`src/verilog/slab_defines.svh`:
```
// Timing constants for the status and alarm code lamp logic
// Notes on behaviour
// [RULE_01] Green when powered and on, red on alarm
// [RULE_02] Warning flashes status lamp orange one second
// [RULE_03] Overload, regeneration or fan fault raise warning
// [RULE_04] Code lamp dark until an alarm appears
// [RULE_05] Orange flashes for tens, red for units
// [RULE_06] Tens flash one second, units half second
// [RULE_07] Two seconds dark, then repeat while alarmed
`ifndef SLAB_DEFINES_SVH
`define SLAB_DEFINES_SVH
`define SLAB_CLK_HZ        50000000
`define SLAB_TENS_ON_MS    1000
`define SLAB_UNIT_ON_MS    500
`define SLAB_GAP_MS        500
`define SLAB_PAUSE_MS      2000
`define SLAB_WARN_MS       1000
`define SLAB_MS_CYC        (`SLAB_CLK_HZ / 1000)
`endif

```
`src/verilog/slab_pkg.sv`:
```
// Types shared by the lamp logic
package slab_pkg;
  // Lamp colour code: bit 1 red, bit 0 green, both for orange
  typedef enum logic [1:0] {
    SLAB_OFF    = 2'h0,
    SLAB_GREEN  = 2'h1,
    SLAB_RED    = 2'h2,
    SLAB_ORANGE = 2'h3
  } slab_color_e;
  // Code sequencer states, one-hot
  typedef enum logic [5:0] {
    SLAB_IDLE   = 6'h01,
    SLAB_TON    = 6'h02,
    SLAB_TGAP   = 6'h04,
    SLAB_UON    = 6'h08,
    SLAB_UGAP   = 6'h10,
    SLAB_PAUSE  = 6'h20
  } slab_state_e;
endpackage

```
`src/verilog/slab_ms_tick.sv`:
```
// Millisecond tick generator
`timescale 1ns/100ps
`include "slab_defines.svh"
module slab_ms_tick #(
  parameter int CYC_PER_MS = `SLAB_MS_CYC
) (
  input  wire logic clk_sys,
  input  wire logic rst_n,
  output logic      tick
);
  logic [31:0] cnt_r; // Cycle counter within one millisecond

  ////////////////////////////////////////////////////////////////////////////
  // Free running divider; tick lasts one cycle per millisecond
  always_ff @(posedge clk_sys or negedge rst_n) begin
    if (!rst_n) begin
      cnt_r <= 32'h0000_0000;
      tick  <= 1'b0;
    end else if (cnt_r == 32'(CYC_PER_MS - 1)) begin
      cnt_r <= 32'h0000_0000;
      tick  <= 1'b1;
    end else begin
      cnt_r <= cnt_r + 32'h0000_0001;
      tick  <= 1'b0;
    end
  end
endmodule

```
`src/verilog/slab_top.sv`:
```
// Status lamp and alarm code lamp driver
`timescale 1ns/100ps
`include "slab_defines.svh"
module slab_top #(
  parameter int CYC_PER_MS = `SLAB_MS_CYC, // Shorten in simulation
  parameter int TENS_MS    = `SLAB_TENS_ON_MS,
  parameter int UNIT_MS    = `SLAB_UNIT_ON_MS,
  parameter int GAP_MS     = `SLAB_GAP_MS,
  parameter int PAUSE_MS   = `SLAB_PAUSE_MS,
  parameter int WARN_MS    = `SLAB_WARN_MS
) (
  input  wire logic       clk_sys,
  input  wire logic       rst_n,
  input  wire logic       power_on,
  input  wire logic       drive_on,
  input  wire logic       warn_overload,
  input  wire logic       warn_regen,
  input  wire logic       warn_fan,
  input  wire logic       alarm_active,
  input  wire logic [6:0] alarm_code,
  output logic      [1:0] status_led,
  output logic      [1:0] code_led
);
  ////////////////////////////////////////////////////////////////////////////
  // Timebase and warning bookkeeping
  logic        ms_tick;      // One pulse per millisecond
  logic        warn_any;     // Any warning source high
  logic        warn_any_d_r; // Previous warning level, for edge find
  logic [11:0] warn_ms_r;    // Orange time left on status lamp
  // Code sequencer bookkeeping; twelve bits hold phases up to four seconds
  logic [11:0] dur_r;        // Time left in current sequencer phase
  logic [3:0]  tens_r;       // Tens flashes left
  logic [3:0]  units_r;      // Units flashes left
  slab_pkg::slab_state_e st_r; // Current sequencer phase, one-hot

  ////////////////////////////////////////////////////////////////////////////
  // Millisecond timebase shared by the warning timer and the sequencer.
  // One common divider keeps every phase on the same grid; the price is
  // up to one millisecond of slack on the first phase after an event.
  slab_ms_tick #(
    .CYC_PER_MS (CYC_PER_MS)
  ) slab_ms_tick_inst (
    .clk_sys (clk_sys),
    .rst_n   (rst_n),
    .tick    (ms_tick)
  );

  ////////////////////////////////////////////////////////////////////////////
  // Warning detect: a rising edge of the OR of all sources restarts one orange second
  // A source that stays high gives one flash only; a fresh edge, even
  // during an orange second, restarts the full second.
  // The edge wins over the countdown when both fall in one cycle.
  assign warn_any = warn_overload | warn_regen | warn_fan; // RULE_03

  // Edge register and orange countdown
  always_ff @(posedge clk_sys or negedge rst_n) begin
    if (!rst_n) begin
      warn_any_d_r <= 1'b0;
      warn_ms_r    <= 12'h000;
    end else begin
      warn_any_d_r <= warn_any;
      if (warn_any && !warn_any_d_r) begin
        warn_ms_r <= 12'(WARN_MS); // RULE_02
      end else if (ms_tick && warn_ms_r != 12'h000) begin
        warn_ms_r <= warn_ms_r - 12'h001;
      end
    end
  end

  ////////////////////////////////////////////////////////////////////////////
  // Status colour: alarm beats warning beats green; dark when none of these holds
  // Registered so the lamp never glitches between colours; it therefore
  // trails alarm and power by one clock and warnings by two, far below what an eye can see.
  // A warning during an alarm still runs its second, hidden under red.
  always_ff @(posedge clk_sys or negedge rst_n) begin
    if (!rst_n) begin
      status_led <= slab_pkg::SLAB_OFF;
    end else if (alarm_active) begin
      status_led <= slab_pkg::SLAB_RED; // RULE_01
    end else if (warn_ms_r != 12'h000) begin
      status_led <= slab_pkg::SLAB_ORANGE; // RULE_02
    end else if (power_on && drive_on) begin
      status_led <= slab_pkg::SLAB_GREEN; // RULE_01
    end else begin
      status_led <= slab_pkg::SLAB_OFF;
    end
  end

  ////////////////////////////////////////////////////////////////////////////
  // Code sequencer; each flash is followed by a dark gap so counts are seen
  // Phases: tens flashes with gaps, units flashes with gaps, long pause,
  // then back to idle where the code is taken again. Dropping the alarm
  // sends it to idle at once, whatever phase it is in.
  always_ff @(posedge clk_sys or negedge rst_n) begin
    if (!rst_n) begin
      st_r    <= slab_pkg::SLAB_IDLE;
      dur_r   <= 12'h000;
      tens_r  <= 4'h0;
      units_r <= 4'h0;
    end else if (!alarm_active) begin
      // No alarm: park in idle so the next alarm starts from its tens digit
      st_r <= slab_pkg::SLAB_IDLE; // RULE_04
    end else begin
      case (st_r)
        // Idle: take the code and pick the first phase
        slab_pkg::SLAB_IDLE: begin
          // Code latched here so a changing input cannot garble a sequence
          tens_r  <= 4'(alarm_code / 7'h0a); // RULE_05
          units_r <= 4'(alarm_code % 7'h0a);
          if (alarm_code >= 7'h0a) begin
            // Tens digit present: orange flashes come first
            st_r  <= slab_pkg::SLAB_TON;
            dur_r <= 12'(TENS_MS); // RULE_06
          end else if (alarm_code != 7'h00) begin
            // Single digit: red flashes only
            st_r  <= slab_pkg::SLAB_UON;
            dur_r <= 12'(UNIT_MS);
          end else begin
            // Code zero: nothing to count, the lamp only waits; entering
            // the red phase here would wrap the units counter
            st_r  <= slab_pkg::SLAB_PAUSE;
            dur_r <= 12'(PAUSE_MS); // RULE_07
          end
        end
        // Tens flash: orange for TENS_MS, one tens count used at its end
        slab_pkg::SLAB_TON: begin
          if (ms_tick) begin
            if (dur_r == 12'h001) begin
              st_r   <= slab_pkg::SLAB_TGAP;
              dur_r  <= 12'(GAP_MS);
              tens_r <= tens_r - 4'h1;
            end else begin
              dur_r <= dur_r - 12'h001;
            end
          end
        end
        // Gap after a tens flash: dark, then more tens, the units, or the
        // pause when the units digit is zero
        // The counts were taken in idle, so nothing here reads the input
        slab_pkg::SLAB_TGAP: begin
          if (ms_tick) begin
            if (dur_r != 12'h001) begin
              dur_r <= dur_r - 12'h001;
            end else if (tens_r != 4'h0) begin
              st_r  <= slab_pkg::SLAB_TON;
              dur_r <= 12'(TENS_MS);
            end else if (units_r != 4'h0) begin
              st_r  <= slab_pkg::SLAB_UON; // RULE_05
              dur_r <= 12'(UNIT_MS);
            end else begin
              st_r  <= slab_pkg::SLAB_PAUSE;
              dur_r <= 12'(PAUSE_MS);
            end
          end
        end
        // Units flash: red for UNIT_MS, one units count used at its end
        // Shorter than a tens flash so the two digits read apart
        slab_pkg::SLAB_UON: begin
          if (ms_tick) begin
            if (dur_r == 12'h001) begin
              st_r    <= slab_pkg::SLAB_UGAP;
              dur_r   <= 12'(GAP_MS);
              units_r <= units_r - 4'h1;
            end else begin
              dur_r <= dur_r - 12'h001;
            end
          end
        end
        // Gap after a units flash: dark, then the next red flash or the
        // long pause once the last units flash is done
        // The gap and the pause together mark the end of the code
        slab_pkg::SLAB_UGAP: begin
          if (ms_tick) begin
            if (dur_r != 12'h001) begin
              dur_r <= dur_r - 12'h001;
            end else if (units_r != 4'h0) begin
              st_r  <= slab_pkg::SLAB_UON;
              dur_r <= 12'(UNIT_MS); // RULE_06
            end else begin
              st_r  <= slab_pkg::SLAB_PAUSE; // RULE_07
              dur_r <= 12'(PAUSE_MS);
            end
          end
        end
        // Long pause: dark, then idle, which takes the code afresh so a
        // changed alarm number shows from the next round on
        // Idle costs one extra clock of dark, which no eye can notice
        slab_pkg::SLAB_PAUSE: begin
          if (ms_tick) begin
            if (dur_r == 12'h001) begin
              st_r <= slab_pkg::SLAB_IDLE; // RULE_07
            end else begin
              dur_r <= dur_r - 12'h001;
            end
          end
        end
        // Unreachable codes fall back to idle, so a struck state bit
        // heals within one clock instead of locking the lamp
        default: begin
          st_r <= slab_pkg::SLAB_IDLE;
        end
      endcase
    end
  end

  ////////////////////////////////////////////////////////////////////////////
  // Code lamp colour registered from the sequencer state
  // The alarm term here turns the lamp dark on the same clock as the
  // sequencer returns to idle, so no stale flash survives an alarm drop.
  // Gaps, pause and idle all show dark; only the two flash phases light.
  // Green never appears on this lamp.
  always_ff @(posedge clk_sys or negedge rst_n) begin
    if (!rst_n) begin
      code_led <= slab_pkg::SLAB_OFF;
    end else if (alarm_active && st_r == slab_pkg::SLAB_TON) begin
      code_led <= slab_pkg::SLAB_ORANGE; // RULE_05
    end else if (alarm_active && st_r == slab_pkg::SLAB_UON) begin
      code_led <= slab_pkg::SLAB_RED; // RULE_05
    end else begin
      code_led <= slab_pkg::SLAB_OFF; // RULE_04
    end
  end
endmodule

```
`config.mk`:
```
export PLATFORM = sky130hd
export DESIGN_NAME = slab_top
export DESIGN_NICKNAME = d
export VERILOG_FILES = /design/src/verilog/slab_pkg.sv /design/src/verilog/slab_ms_tick.sv /design/src/verilog/slab_top.sv
export VERILOG_INCLUDE_DIRS = /design/src /design/src/verilog
export SDC_FILE = /design/constraint.sdc
export NUM_CORES = 1
export LEC_CHECK = 0
export BUFFER_PORTS_ARGS = -buffer_cell sky130_fd_sc_hd__buf_2
export CAP_MARGIN = 0
export CORE_AREA = 4 4 125 115
export CTS_CLUSTER_SIZE = 8
export DETAILED_ROUTE_END_ITERATION = 8
export DIE_AREA = 0 0 129 119
export GPL_ROUTABILITY_DRIVEN = 1
export GPL_TIMING_DRIVEN = 0
export SLEW_MARGIN = 40
export SYNTH_ARGS = -nofsm -noshare
export SYNTH_HDL_FRONTEND = slang
export SYNTH_SLANG_ARGS = --single-unit
```
`constraint.sdc`:
```
create_clock -name clk_sys -period 2.57 [get_ports clk_sys]
set_clock_uncertainty 0.2 [all_clocks]
set_input_delay 0.257 -clock clk_sys [delete_from_list [all_inputs] [get_ports clk_sys]]
set_output_delay 0.257 -clock clk_sys [all_outputs]
set_load 0.02 [all_outputs]
```
## After elaboration in Yosys (flattened, before gate mapping)

Cells that the tools add are included.

- Register bits: 76
- Latch bits: 0
- RAM bits: 0
- Bits in read-only memories: 0
- Input bits: 15
- Output and inout bits: 4
- Word-level logic and storage cells: 111
- Memories kept: 0

- Add/sub/neg operators: 5
- $mul: 0
- Divide/modulo/power cells: 2
- $lt $le $gt $ge: 1
- Eq/ne operators: 28
- Shift operators: 0
- Multiplexer cells: 44
- Bitwise operators: 2
- Reductions and logical operators: 19

Operators by type and width:

| cell | number |
|---|---|
| two-way mux 12 bit | 10 |
| two-way mux 6 bit | 15 |
| case mux 12 bit (5 select lines) | 1 |
| two-way mux 11 bit | 4 |
| case mux 6 bit (6 select lines) | 1 |
| adder 32 x 1 -> 32 bit, second input constant | 1 |
| == test 32 x 16 -> 1 bit, second input constant | 1 |
| two-way mux 32 bit | 1 |
| subtractor 12 x 1 -> 12 bit, second input constant | 2 |
| two-way mux 4 bit | 4 |
| case mux 4 bit (2 select lines) | 2 |
| != test 3 x 2 -> 1 bit, second input constant | 5 |
| != test 3 bit, second input constant | 5 |
| == test 12 x 1 -> 1 bit, second input constant | 1 |
| != test 12 x 1 -> 1 bit, second input constant | 1 |
| != test 2 x 1 -> 1 bit, second input constant | 6 |
| nonzero test 12 bit | 1 |
| AND reduction 10 bit | 1 |
| two-way mux 2 bit | 4 |
| AND reduction 4 bit | 2 |
| nonzero test 4 bit | 2 |
| subtractor 4 x 1 -> 4 bit, second input constant | 2 |
| divider 7 x 4 -> 7 bit, second input constant | 1 |
| >= comparator 7 x 4 -> 1 bit, second input constant | 1 |
| other kinds (17) | 27 |

## Depth between registers and ports, before layout

Gate-level depths: netlist of the first run.

- Word-level depth: 7
- Gate-level depth with buffers: 13
- Gate-level depth less buffers: 13

## Hierarchy

Synthesis of the first run repeated with hierarchy kept, for this count alone.

- Cell total of the unflattened synthesis: 513
- Area total of the unflattened synthesis: 4663.2 um2

By module, submodules not included:

| module | instances | cells an instance | area each (um2) | sequential area each (um2) |
|---|---|---|---|---|
| slab_top | 1 | 372 | 3114.2 | 1077.3 |
| slab_ms_tick | 1 | 141 | 1549.0 | 825.8 |

## Least setup slack after synthesis of the first run

Ideal clock, no wire load.

- Path type: input to register
- Start: input alarm_code[4]
- End: register units_r[1]
- Library setup time: 146 ps
- Data arrival time: 2746 ps
- Data required time: 2224 ps
- Setup slack: -522 ps
- Stages: 13
- Cells stage by stage: inv_1 ha_1 a22o_1 o22ai_1 o211ai_1 xnor2_1 ha_1 o41ai_1 o21bai_1 or3b_1 a21boi_1 mux2i_1 o311ai_0

- Cells in the longest elaborated chain, start to end: 2

Ends and longest elaborated chain:

| what | line | source |
|---|---|---|
| start, declared | slab_top.sv:20 | `input wire logic [6:0] alarm_code,` |
| remainder unit 7 x 4 -> 7 bit | slab_top.sv:109 | `units_r <= 4'(alarm_code % 7'h0a);` |
| case mux 4 bit (2 select lines) | slab_top.sv:104 | `case (st_r)` |
| end signal, assigned | slab_top.sv:109 |  |
| end signal, assigned | slab_top.sv:163 | `units_r <= units_r - 4'h1;` |
| end, declared | slab_top.sv:33 | `logic [3:0] units_r;` |

No other way between the ends.
A chain may end at the register's enable or synchronous reset.

## Worst setup path in the final report of the first run

- Start: input alarm_code[5]
- End: register units_r[2]

The elaborated chain is that of the path after synthesis.

==> results of run 1 <==
## cells in the final DEF (no fill, tap or decap), types with 4 or more instances in the layout
master and instances:
clkbuf_16 9, mux2i_1 5, dfrtp_1 75, nor2_1 59
nor3_1 21, nand2b_1 4, o21ai_1 8, inv_1 20
and3_1 7, a22o_1 4, or3_1 4, buf_4 34
nor2b_1 7, o211ai_1 4, clkbuf_1 6, xor2_1 18
buf_2 16, dlygate4sd3_1 5, a21oi_1 15, ha_1 6
buf_6 6, nand3_1 21, nor4_1 9, xnor2_1 29
nand2_1 45, o21ai_0 13, and4_1 5, nand4_1 12
## critical path: cells and delay by family
kind                       cells  cell delay, ps
AOI/OAI and AO/OA              7            1250
xor gates and xnor gates       1             190
adders and majority gates      2             460
buffers and inverters          3             380
muxes                          1             180
and+or+nand+nor                1             370
## kinds of logic (layout without fill, tap and decap cells)
group / after synthesis / after routing / share of synthesized area [%]
buffers and inverters: 40 / 110 / 3.81
muxes: 5 / 5 / 1.10
xor gates and xnor gates: 48 / 48 / 9.27
DFF: 76 / 76 / 42.0
AOI/OAI and AO/OA: 100 / 100 / 15.5
and+or+nand+nor: 226 / 226 / 25.5
adders and majority gates: 10 / 10 / 2.76
## repair_timing
action,4_1_cts,5_1_grt
buffers inserted,24,14
endpoints found under the setup margin,26,28
gates resized for setup,22,34
endpoints found under the hold margin,77,0
pin swaps,22,26
hold buffers,5,0
## per-stage QoR
step	setup TNS (ps)	hold slack [ps]	worst slack (ps)
floorplan	-894	-239	-366
global placement	-5620	246	-955
detailed placement	-5870	-77.1	-1010
CTS	-840	27.3	-334
global route	-2620	37.7	-586
finish	-1210	30.2	-433
## layer usage
metal / track usage (%) / wire [um] / part of all wire [%]
met5: 0 / 0 / 0
met2: 23.5 / 5330 / 48
met4: 5.12 / 301 / 2.7
met1: 18.8 / 4930 / 44
met3: 4.17 / 533 / 4.8
## worst paths after layout
check | startpoint | to | slack (ps) | cells past startpoint
max reg2reg | dur_r[5]$_DFFE_PN0P_ | units_r[2]$_DFFE_PN0P_ | -60 | 7
max in group asynchronous | rst_n | st_r[0]$_DFFE_PN1P_ | 1460 | 3
min | alarm_code[0] | units_r[0]$_DFFE_PN0P_ | 30 | 2
max | alarm_code[5] | units_r[2]$_DFFE_PN0P_ | -430 | 15
min reg2reg | slab_ms_tick_inst.cnt_r[0]$_DFF_PN0_ | slab_ms_tick_inst.cnt_r[0]$_DFF_PN0_ | 250 | 1
min in group asynchronous | rst_n | slab_ms_tick_inst.cnt_r[17]$_DFF_PN0_ | 120 | 2
## where the power goes
group,internal (mW),total (mW),switching [mW]
logic,0.609,1.46,0.851
clock network,0.957,1.49,0.529
registers,1.34,1.46,0.119
## area by class of cell
class / count / area share [%]
sequential: 76 / 32.8
multi-input combinational: 389 / 46.3
timing repair buffer: 57 / 8.37
clock buffer: 9 / 3.88
clock inverter: 7 / 2.09
tap: 168 / 3.62
buffer: 15 / 1.42
inverter: 22 / 1.55
## sequential cells by signal, summed over array words and instances (netlist names)
register / cells
warn_ms_r: 12
warn_any_d_r: 1
status_led: 2
st_r: 6
dur_r: 12
slab_ms_tick_inst.cnt_r: 32
units_r: 4
code_led: 2
slab_ms_tick_inst.tick: 1
tens_r: 4
==> qor.txt, run 1 <==
Design Area, Final: 5800 um^2
Syn-to-layout area delta: 28.0%
status: complete, but fails checks
WP data required: 2650 ps
worst-margin pin slew: 652 ps
routability cong.: 0.865
Seq/Total Area, Yosys: 42.0%
crit path max fanout: 4
Synth cell types: 72
clk_lat worst skew: 340 ps
most common flop cell mapped by yosys: dfrtp_1
crit path time final: 3000 ps
warnings from Yosys: 0
asr flop ratio synth: 100%
area share of the largest cell type after synthesis: 41.4%
DR vias/cell: 5.40
area of placed instances: 4950 um^2
Chip Height: 119 um
nets: 595
Final Cycle Share: 117%
DR pass1 iterations: 6
WL per Instance: 14.9 um
Core ar.: 13100 um^2
Total GRT Usage: 14.6%
total power density per cell area: 759 nW/um^2
Iteration-0 DRC Markers: 161
HP Class: input pin to register
worst path cell trace: buf_12 > clkinvlp_4 > ha_4 > a21oi_2 > o22ai_2 > o211ai_1 > xnor2_1 > ha_2 > o41ai_2 > o21bai_1 > or3b_1 > a21boi_2 > buf_4 > mux2i_1 > o221a_1
first-pass GRT wire length: 18500 um
max-cap viol count: 0
# H-tree levels: 3
FP Rows: 40
Post-Syn Area: 4530 um^2
CTS max path bufs: 2
CP max-delay cell: or3b_1
Final ANT Viol Nets: 0
Mapped Cells: 505
Overflow after GRT: 0
Multi-input gate area: 2680 um^2
leading area contributor after synthesis: dfrtp_1
Power, Total: 4.41 mW
Final setup viols: 7
RSZ-0062 raised after global routing: yes
slowest stage delay, CP: 370 ps
die footprint: 15400 um^2
WS Path Type: input pin to register
Pins Over Slew Limit: 0
Synth top cells by count: dfrtp_1, nor2_1, nand2_1, xnor2_1, nand3_1
Num Clock Sinks: 76
Layout Cells excl Fill: 743
vias in the first global route: 3906
Buffers on Ports: 14
Syn Nets: 530
Worst Slack Setup Final: -433 ps
number of synthesized flops with an enable pin: 0
via count: 4013
placed cell count: 688
Hold Violations, Final: 0
Slew headroom: 55.4%
maximum VDD drop: 0.433 mV
leak pwr: 2.43 nW
# fillers: 1270
Sequential cell area: 1900 um^2
failing checks: negative setup slack
top post-synthesis cells by area: dfrtp_1, xnor2_1, nor2_1
Ports: 19
DP HPWL: 7260 um
Yosys reg bits: 76
Die Span X: 129 um
layout cell share with drive strength beyond 1: 21.6%
Ant. Diodes: 0
initial antenna violation count: 0
CP startpoint kind: input pin
initial core utilization: 34.6%
WL final: 11100 um
# DRC: 0
WP data arrival: 3080 ps
most common cell in the netlist: dfrtp_1
CTS tree: done
Final Util: 44.2%
syn_area_per_cell: 8.98 um^2
Worst-path clk slew: 60 ps
largest net degree at the start of global routing: 56
highest achievable clock rate: 333 MHz
endpoint type of the worst setup path: register
CTS Buf Count: 9
Root Driver: clkbuf_16
Power figures use the tool's default switching activity.
==> run 2: changes to the inputs <==
CTS_CLUSTER_DIAMETER = 100   (was unset)
TNS_END_PERCENT = 50   (was unset)
==> run 2 against run 1 <==
Effect of this change: the run still ends with negative setup slack left; first-iteration DRC count rose by 31%; register-to-register slack improved by 60 ps; power fell by 6.0%; critical path depth fell by 1; clock-buffer cell count did not move; worst hold slack improved by 4.2 ps; highest routed layer unchanged.
==> qor.txt, run 2 (synthesis gave the netlist of run 1 again) <==
CTS max path bufs: 2
Iteration-0 DRC Markers: 211
maximum VDD drop: 0.327 mV
crit path time final: 2940 ps
leak pwr: 2.38 nW
Ant. Diodes: 0
pre-CTS WS: -1010 ps
WHS: 34.4 ps
Final Util: 43.4%
setup TNS: -953 ps
worst reg-to-reg setup slack: 0 ps
Total GRT Usage: 14.1%
highest achievable clock rate: 340 MHz
WL per Instance: 14.5 um
vias in the first global route: 3848
initial antenna violation count: 0
largest registers: slab_ms_tick_inst.cnt_r: 32 flops, dur_r: 12 flops, warn_ms_r: 12 flops
nets: 594
Num Clock Sinks: 76
Root Driver: clkbuf_16
HP Class: input pin to register
Final ANT Viol Nets: 0
initial core utilization: 34.6%
clk_lat worst skew: 340 ps
Largest register FFs: 32
FP Rows: 40
# DRC: 0
Most flops, register: slab_ms_tick_inst.cnt_r
Worst-path clk slew: 60 ps
CTS Buf Count: 9
placed cell count: 688
WL final: 10700 um
DR pass1 iterations: 5
DR vias/cell: 5.36
most frequent cells in the layout: dfrtp_1, nor2_1, nand2_1
Final setup viols: 4
Buffers on Ports: 14
RSZ-0062 raised after global routing: yes
R2R depth: 9
Layout Cells excl Fill: 741
Ports: 19
failing checks: negative setup slack
Pins Over Slew Limit: 0
Final Cycle Share: 114%
Worst Slack Setup Final: -367 ps
# fillers: 1254
routability cong.: 0.864
first-pass GRT wire length: 17900 um
commonest non-fill, non-tap cell in the layout: dfrtp_1
Syn-to-layout area delta: 25.6%
Core ar.: 13100 um^2
layout cell share with drive strength beyond 1: 20.2%
hold depth: 2
Hold Violations, Final: 0
largest net degree at the start of global routing: 51
Die Span X: 129 um
CTS tree: done
# H-tree levels: 3
WP data required: 2570 ps
crit path max fanout: 4
WS Path Type: input pin to register
max-cap viol count: 0
CP startpoint kind: input pin
Slew headroom: 53.3%
Chip Height: 119 um
die footprint: 15400 um^2
endpoint type of the worst setup path: register
total power density per cell area: 727 nW/um^2
status: complete, but fails checks
worst-margin pin slew: 682 ps
WP data arrival: 2940 ps
DP HPWL: 7400 um
via count: 3972
Overflow after GRT: 0
==> run 2: report_power, final <==
part	switching (mW)	leakage, nW	total [mW]	internal, mW
clock network	0.520	0.142	1.27	0.748
registers	0.131	0.956	1.47	1.34
logic	0.801	1.28	1.40	0.600
==> run 2: what timing repair did <==
action / in CTS / in global routing
pin swaps: 17 / 15
endpoints found under the setup margin: 26 / 25
cloned: 0 / 0
resized for setup: 19 / 26
hold buffers: 5 / 0
hold endpoints to repair: 77 / 0
buffers inserted: 31 / 9
==> run 2: layout make-up <==
class / count / area [um^2] / share of cell area (%)
timing repair buffer: 55 / 454 / 7.98
buffer: 16 / 93.8 / 1.65
sequential: 76 / 1900 / 33.4
multi-input combinational: 389 / 2650 / 46.6
clock inverter: 6 / 65.1 / 1.14
tap: 168 / 210 / 3.69
clock buffer: 9 / 225 / 3.96
inverter: 22 / 90.1 / 1.58
==> run 2: per-stage QoR <==
step                power (mW)  instance area (um^2)
floorplan                 2.36                  4620
global placement          2.63                  4900
detailed placement        2.68                  4950
CTS                       4.08                  5580
global route              4.38                  5690
finish                    4.14                  5690
==> run 2: worst paths after layout <==
check                                                      from                               endpoint
setup reg to reg                            st_r[1]$_DFFE_PN0P_                   dur_r[2]$_DFFE_PN0P_
hold reg to reg            slab_ms_tick_inst.cnt_r[0]$_DFF_PN0_   slab_ms_tick_inst.cnt_r[0]$_DFF_PN0_
min in group asynchronous                                 rst_n  slab_ms_tick_inst.cnt_r[17]$_DFF_PN0_
max in group asynchronous                                 rst_n                    st_r[0]$_DFFE_PN1P_
hold / removal                                    alarm_code[0]                 units_r[0]$_DFFE_PN0P_
setup / recovery                                  alarm_code[5]                 units_r[1]$_DFFE_PN0P_
==> run 2: routing by layer <==
metal	global-route usage, %	wire length [um]	vias up
li1	-	-	1939
met1	18.8	4960	1930
met2	22.8	5110	84
met3	3.45	432	19
met4	4.27	240	0
met5	0	0	-
==> run 2: worst max-delay path, cell delays in order <==
cell	delay [ps]
buf_12	100
clkinvlp_4	130
ha_4	190
o21ai_4	90
or3_1	410
o211ai_1	160
xnor2_1	180
ha_2	210
o41ai_1	60
o21bai_1	160
or3b_1	400
a21boi_2	240
mux2i_1	220
o311ai_1	120
==> run 3: changes to the inputs <==
CTS_BUF_LIST = sky130_fd_sc_hd__clkbuf_4   (was unset)
==> run 3 against run 2 <==
Effect of this change: the run still ends with negative setup slack left; critical path depth stayed put; register-to-register slack better by 80 ps; via count is 2.1% higher; largest power group unchanged.
==> qor.txt, run 3 (synthesis gave the netlist of run 1 again) <==
status: complete, but fails checks
failing checks: negative setup slack
endpoint type of the worst setup path: register
slowest stage delay, CP: 400 ps
Largest register FFs: 32
Largest delay share family, worst path: compound AO/OA/AOI/OAI gates
crit path max fanout: 5
WP data required: 2690 ps
nets: 605
maximum VDD drop: 0.338 mV
first-pass GRT wire length: 17900 um
# H-tree levels: 3
initial core utilization: 34.6%
WP data arrival: 3020 ps
Final setup viols: 3
Hold Violations, Final: 0
leak pwr: 2.35 nW
Global Route met1 Usage: 18.6%
vias in the first global route: 3897
routability cong.: 0.864
WL per Instance: 14.6 um
via count: 4057
layout cell share with drive strength beyond 1: 22.3%
Final ANT Viol Nets: 0
Syn-to-layout area delta: 24.5%
Ports: 19
largest net degree at the start of global routing: 51
total power density per cell area: 648 nW/um^2
Power, Total: 3.66 mW
Chip Height: 119 um
Design Area, Final: 5640 um^2
Core ar.: 13100 um^2
CP startpoint kind: input pin
Final Util: 43.0%
CTS tree: done
highest achievable clock rate: 346 MHz
worst path cell trace: buf_12 > clkinvlp_4 > ha_4 > o21bai_4 > a32oi_2 > o211ai_1 > xnor2_1 > ha_2 > o41ai_1 > o21bai_1 > or3b_1 > a21boi_2 > mux2i_1 > o311ai_1
DR vias/cell: 5.39
Pins Over Slew Limit: 0
Total GRT Usage: 14.1%
# fillers: 1264
clk_lat worst skew: 440 ps
DR pass1 iterations: 5
Slew headroom: 54.7%
largest registers: slab_ms_tick_inst.cnt_r: 32 flops, dur_r: 12 flops, warn_ms_r: 12 flops
Die Span X: 129 um
RSZ-0062 raised after global routing: yes
max-cap viol count: 0
Ant. Diodes: 0
met3 Use GR: 3.09%
crit path time final: 2890 ps
Root Driver: clkbuf_4
Critical path buffers and inverters: 2
worst-margin pin slew: 662 ps
die footprint: 15400 um^2
Worst-path clk slew: 130 ps
most frequent cells in the layout: dfrtp_1, nor2_1, nand2_1
Iteration-0 DRC Markers: 257
Worst Slack Setup Final: -324 ps
WL final: 11000 um
met2 Resource Use GR: 22.9%
WHS: 26.6 ps
Buffers on Ports: 14
Final Cycle Share: 113%
CTS max path bufs: 2
CTS Buf Count: 9
Overflow after GRT: 0
Num Clock Sinks: 76
# DRC: 0
Most flops, register: slab_ms_tick_inst.cnt_r
FP Rows: 40
WS Path Type: input pin to register
HP Class: input pin to asynchronous set/reset pin
DP HPWL: 7400 um
area of placed instances: 4950 um^2
global-route layer with the greatest usage: met2
commonest non-fill, non-tap cell in the layout: dfrtp_1
initial antenna violation count: 0
CP max-delay cell: or3b_1
run 3: changes by cell type in the layout (fill, tap and decap cells not counted), moves of 2 or more:
cell	delta
buf_4	+10
clkbuf_16	-9
clkbuf_4	+9
and3_2	+2
dlygate4sd3_1	+2
nor3_1	-2
nor3_2	+2
run 3: stage by stage:
stage / worst slack [ps] / setup TNS (ps) / std cells
finish: -324 / -825 / 752
CTS: -236 / -601 / 748
global placement: -955 / -5410 / 687
floorplan: -366 / -894 / 505
global route: -422 / -1070 / 752
detailed placement: -1010 / -6090 / 688
run 3: what timing repair did:
| item | 4_1_cts | 5_1_grt |
|---|---|---|
| pin swaps | 21 | 16 |
| endpoints found under the setup margin | 26 | 27 |
| setup buffers | 40 | 8 |
| endpoints found under the hold margin | 78 | 0 |
| gates resized for setup | 26 | 24 |
| hold buffers | 7 | 0 |
run 3: final timing paths:
kind | depth (start not counted) | end | slack [ps] | start
max | 14 | units_r[1]$_DFFE_PN0P_ | -320 | alarm_code[5]
min | 2 | slab_ms_tick_inst.cnt_r[2]$_DFF_PN0_ | 30 | rst_n
max reg2reg | 9 | units_r[0]$_DFFE_PN0P_ | 80 | dur_r[4]$_DFFE_PN0P_
min reg2reg | 1 | slab_ms_tick_inst.cnt_r[0]$_DFF_PN0_ | 270 | slab_ms_tick_inst.cnt_r[0]$_DFF_PN0_
max in group asynchronous | 3 | st_r[0]$_DFFE_PN1P_ | 1570 | rst_n
min in group clk_sys | 4 | warn_ms_r[3]$_DFFE_PN0P_ | 70 | warn_overload
run 3: power by group:
part | total [mW] | leakage [nW] | internal, mW | switching (mW)
logic | 1.45 | 1.32 | 0.620 | 0.828
registers | 1.46 | 0.956 | 1.34 | 0.121
clock network | 0.751 | 0.0722 | 0.293 | 0.458
run 3: worst register-to-register path, delay by kind of cell (launching register included):
family / cells / cell delay, ps
buf+inv: 3 / 340
compound gates: 2 / 430
simple gates: 4 / 1010
flops: 1 / 400
run 3: area by class of cell:
cell class / instances / area [um^2] / area share (%)
multi-input cells: 389 / 2670 / 47.4
flip-flops and latches: 76 / 1900 / 33.7
repair buffers: 66 / 542 / 9.60
well taps: 168 / 210 / 3.73
plain buffers: 16 / 90.1 / 1.60
inverters: 22 / 90.1 / 1.60
clock buffers: 9 / 67.6 / 1.20
clock inverters: 6 / 65.1 / 1.15
run 3: routing by layer:
metal  share of wire [%]  wire [um]
met1                  44       4890
met2                  49       5380
met3                 4.7        513
met4                 2.0        215
met5                   0          0
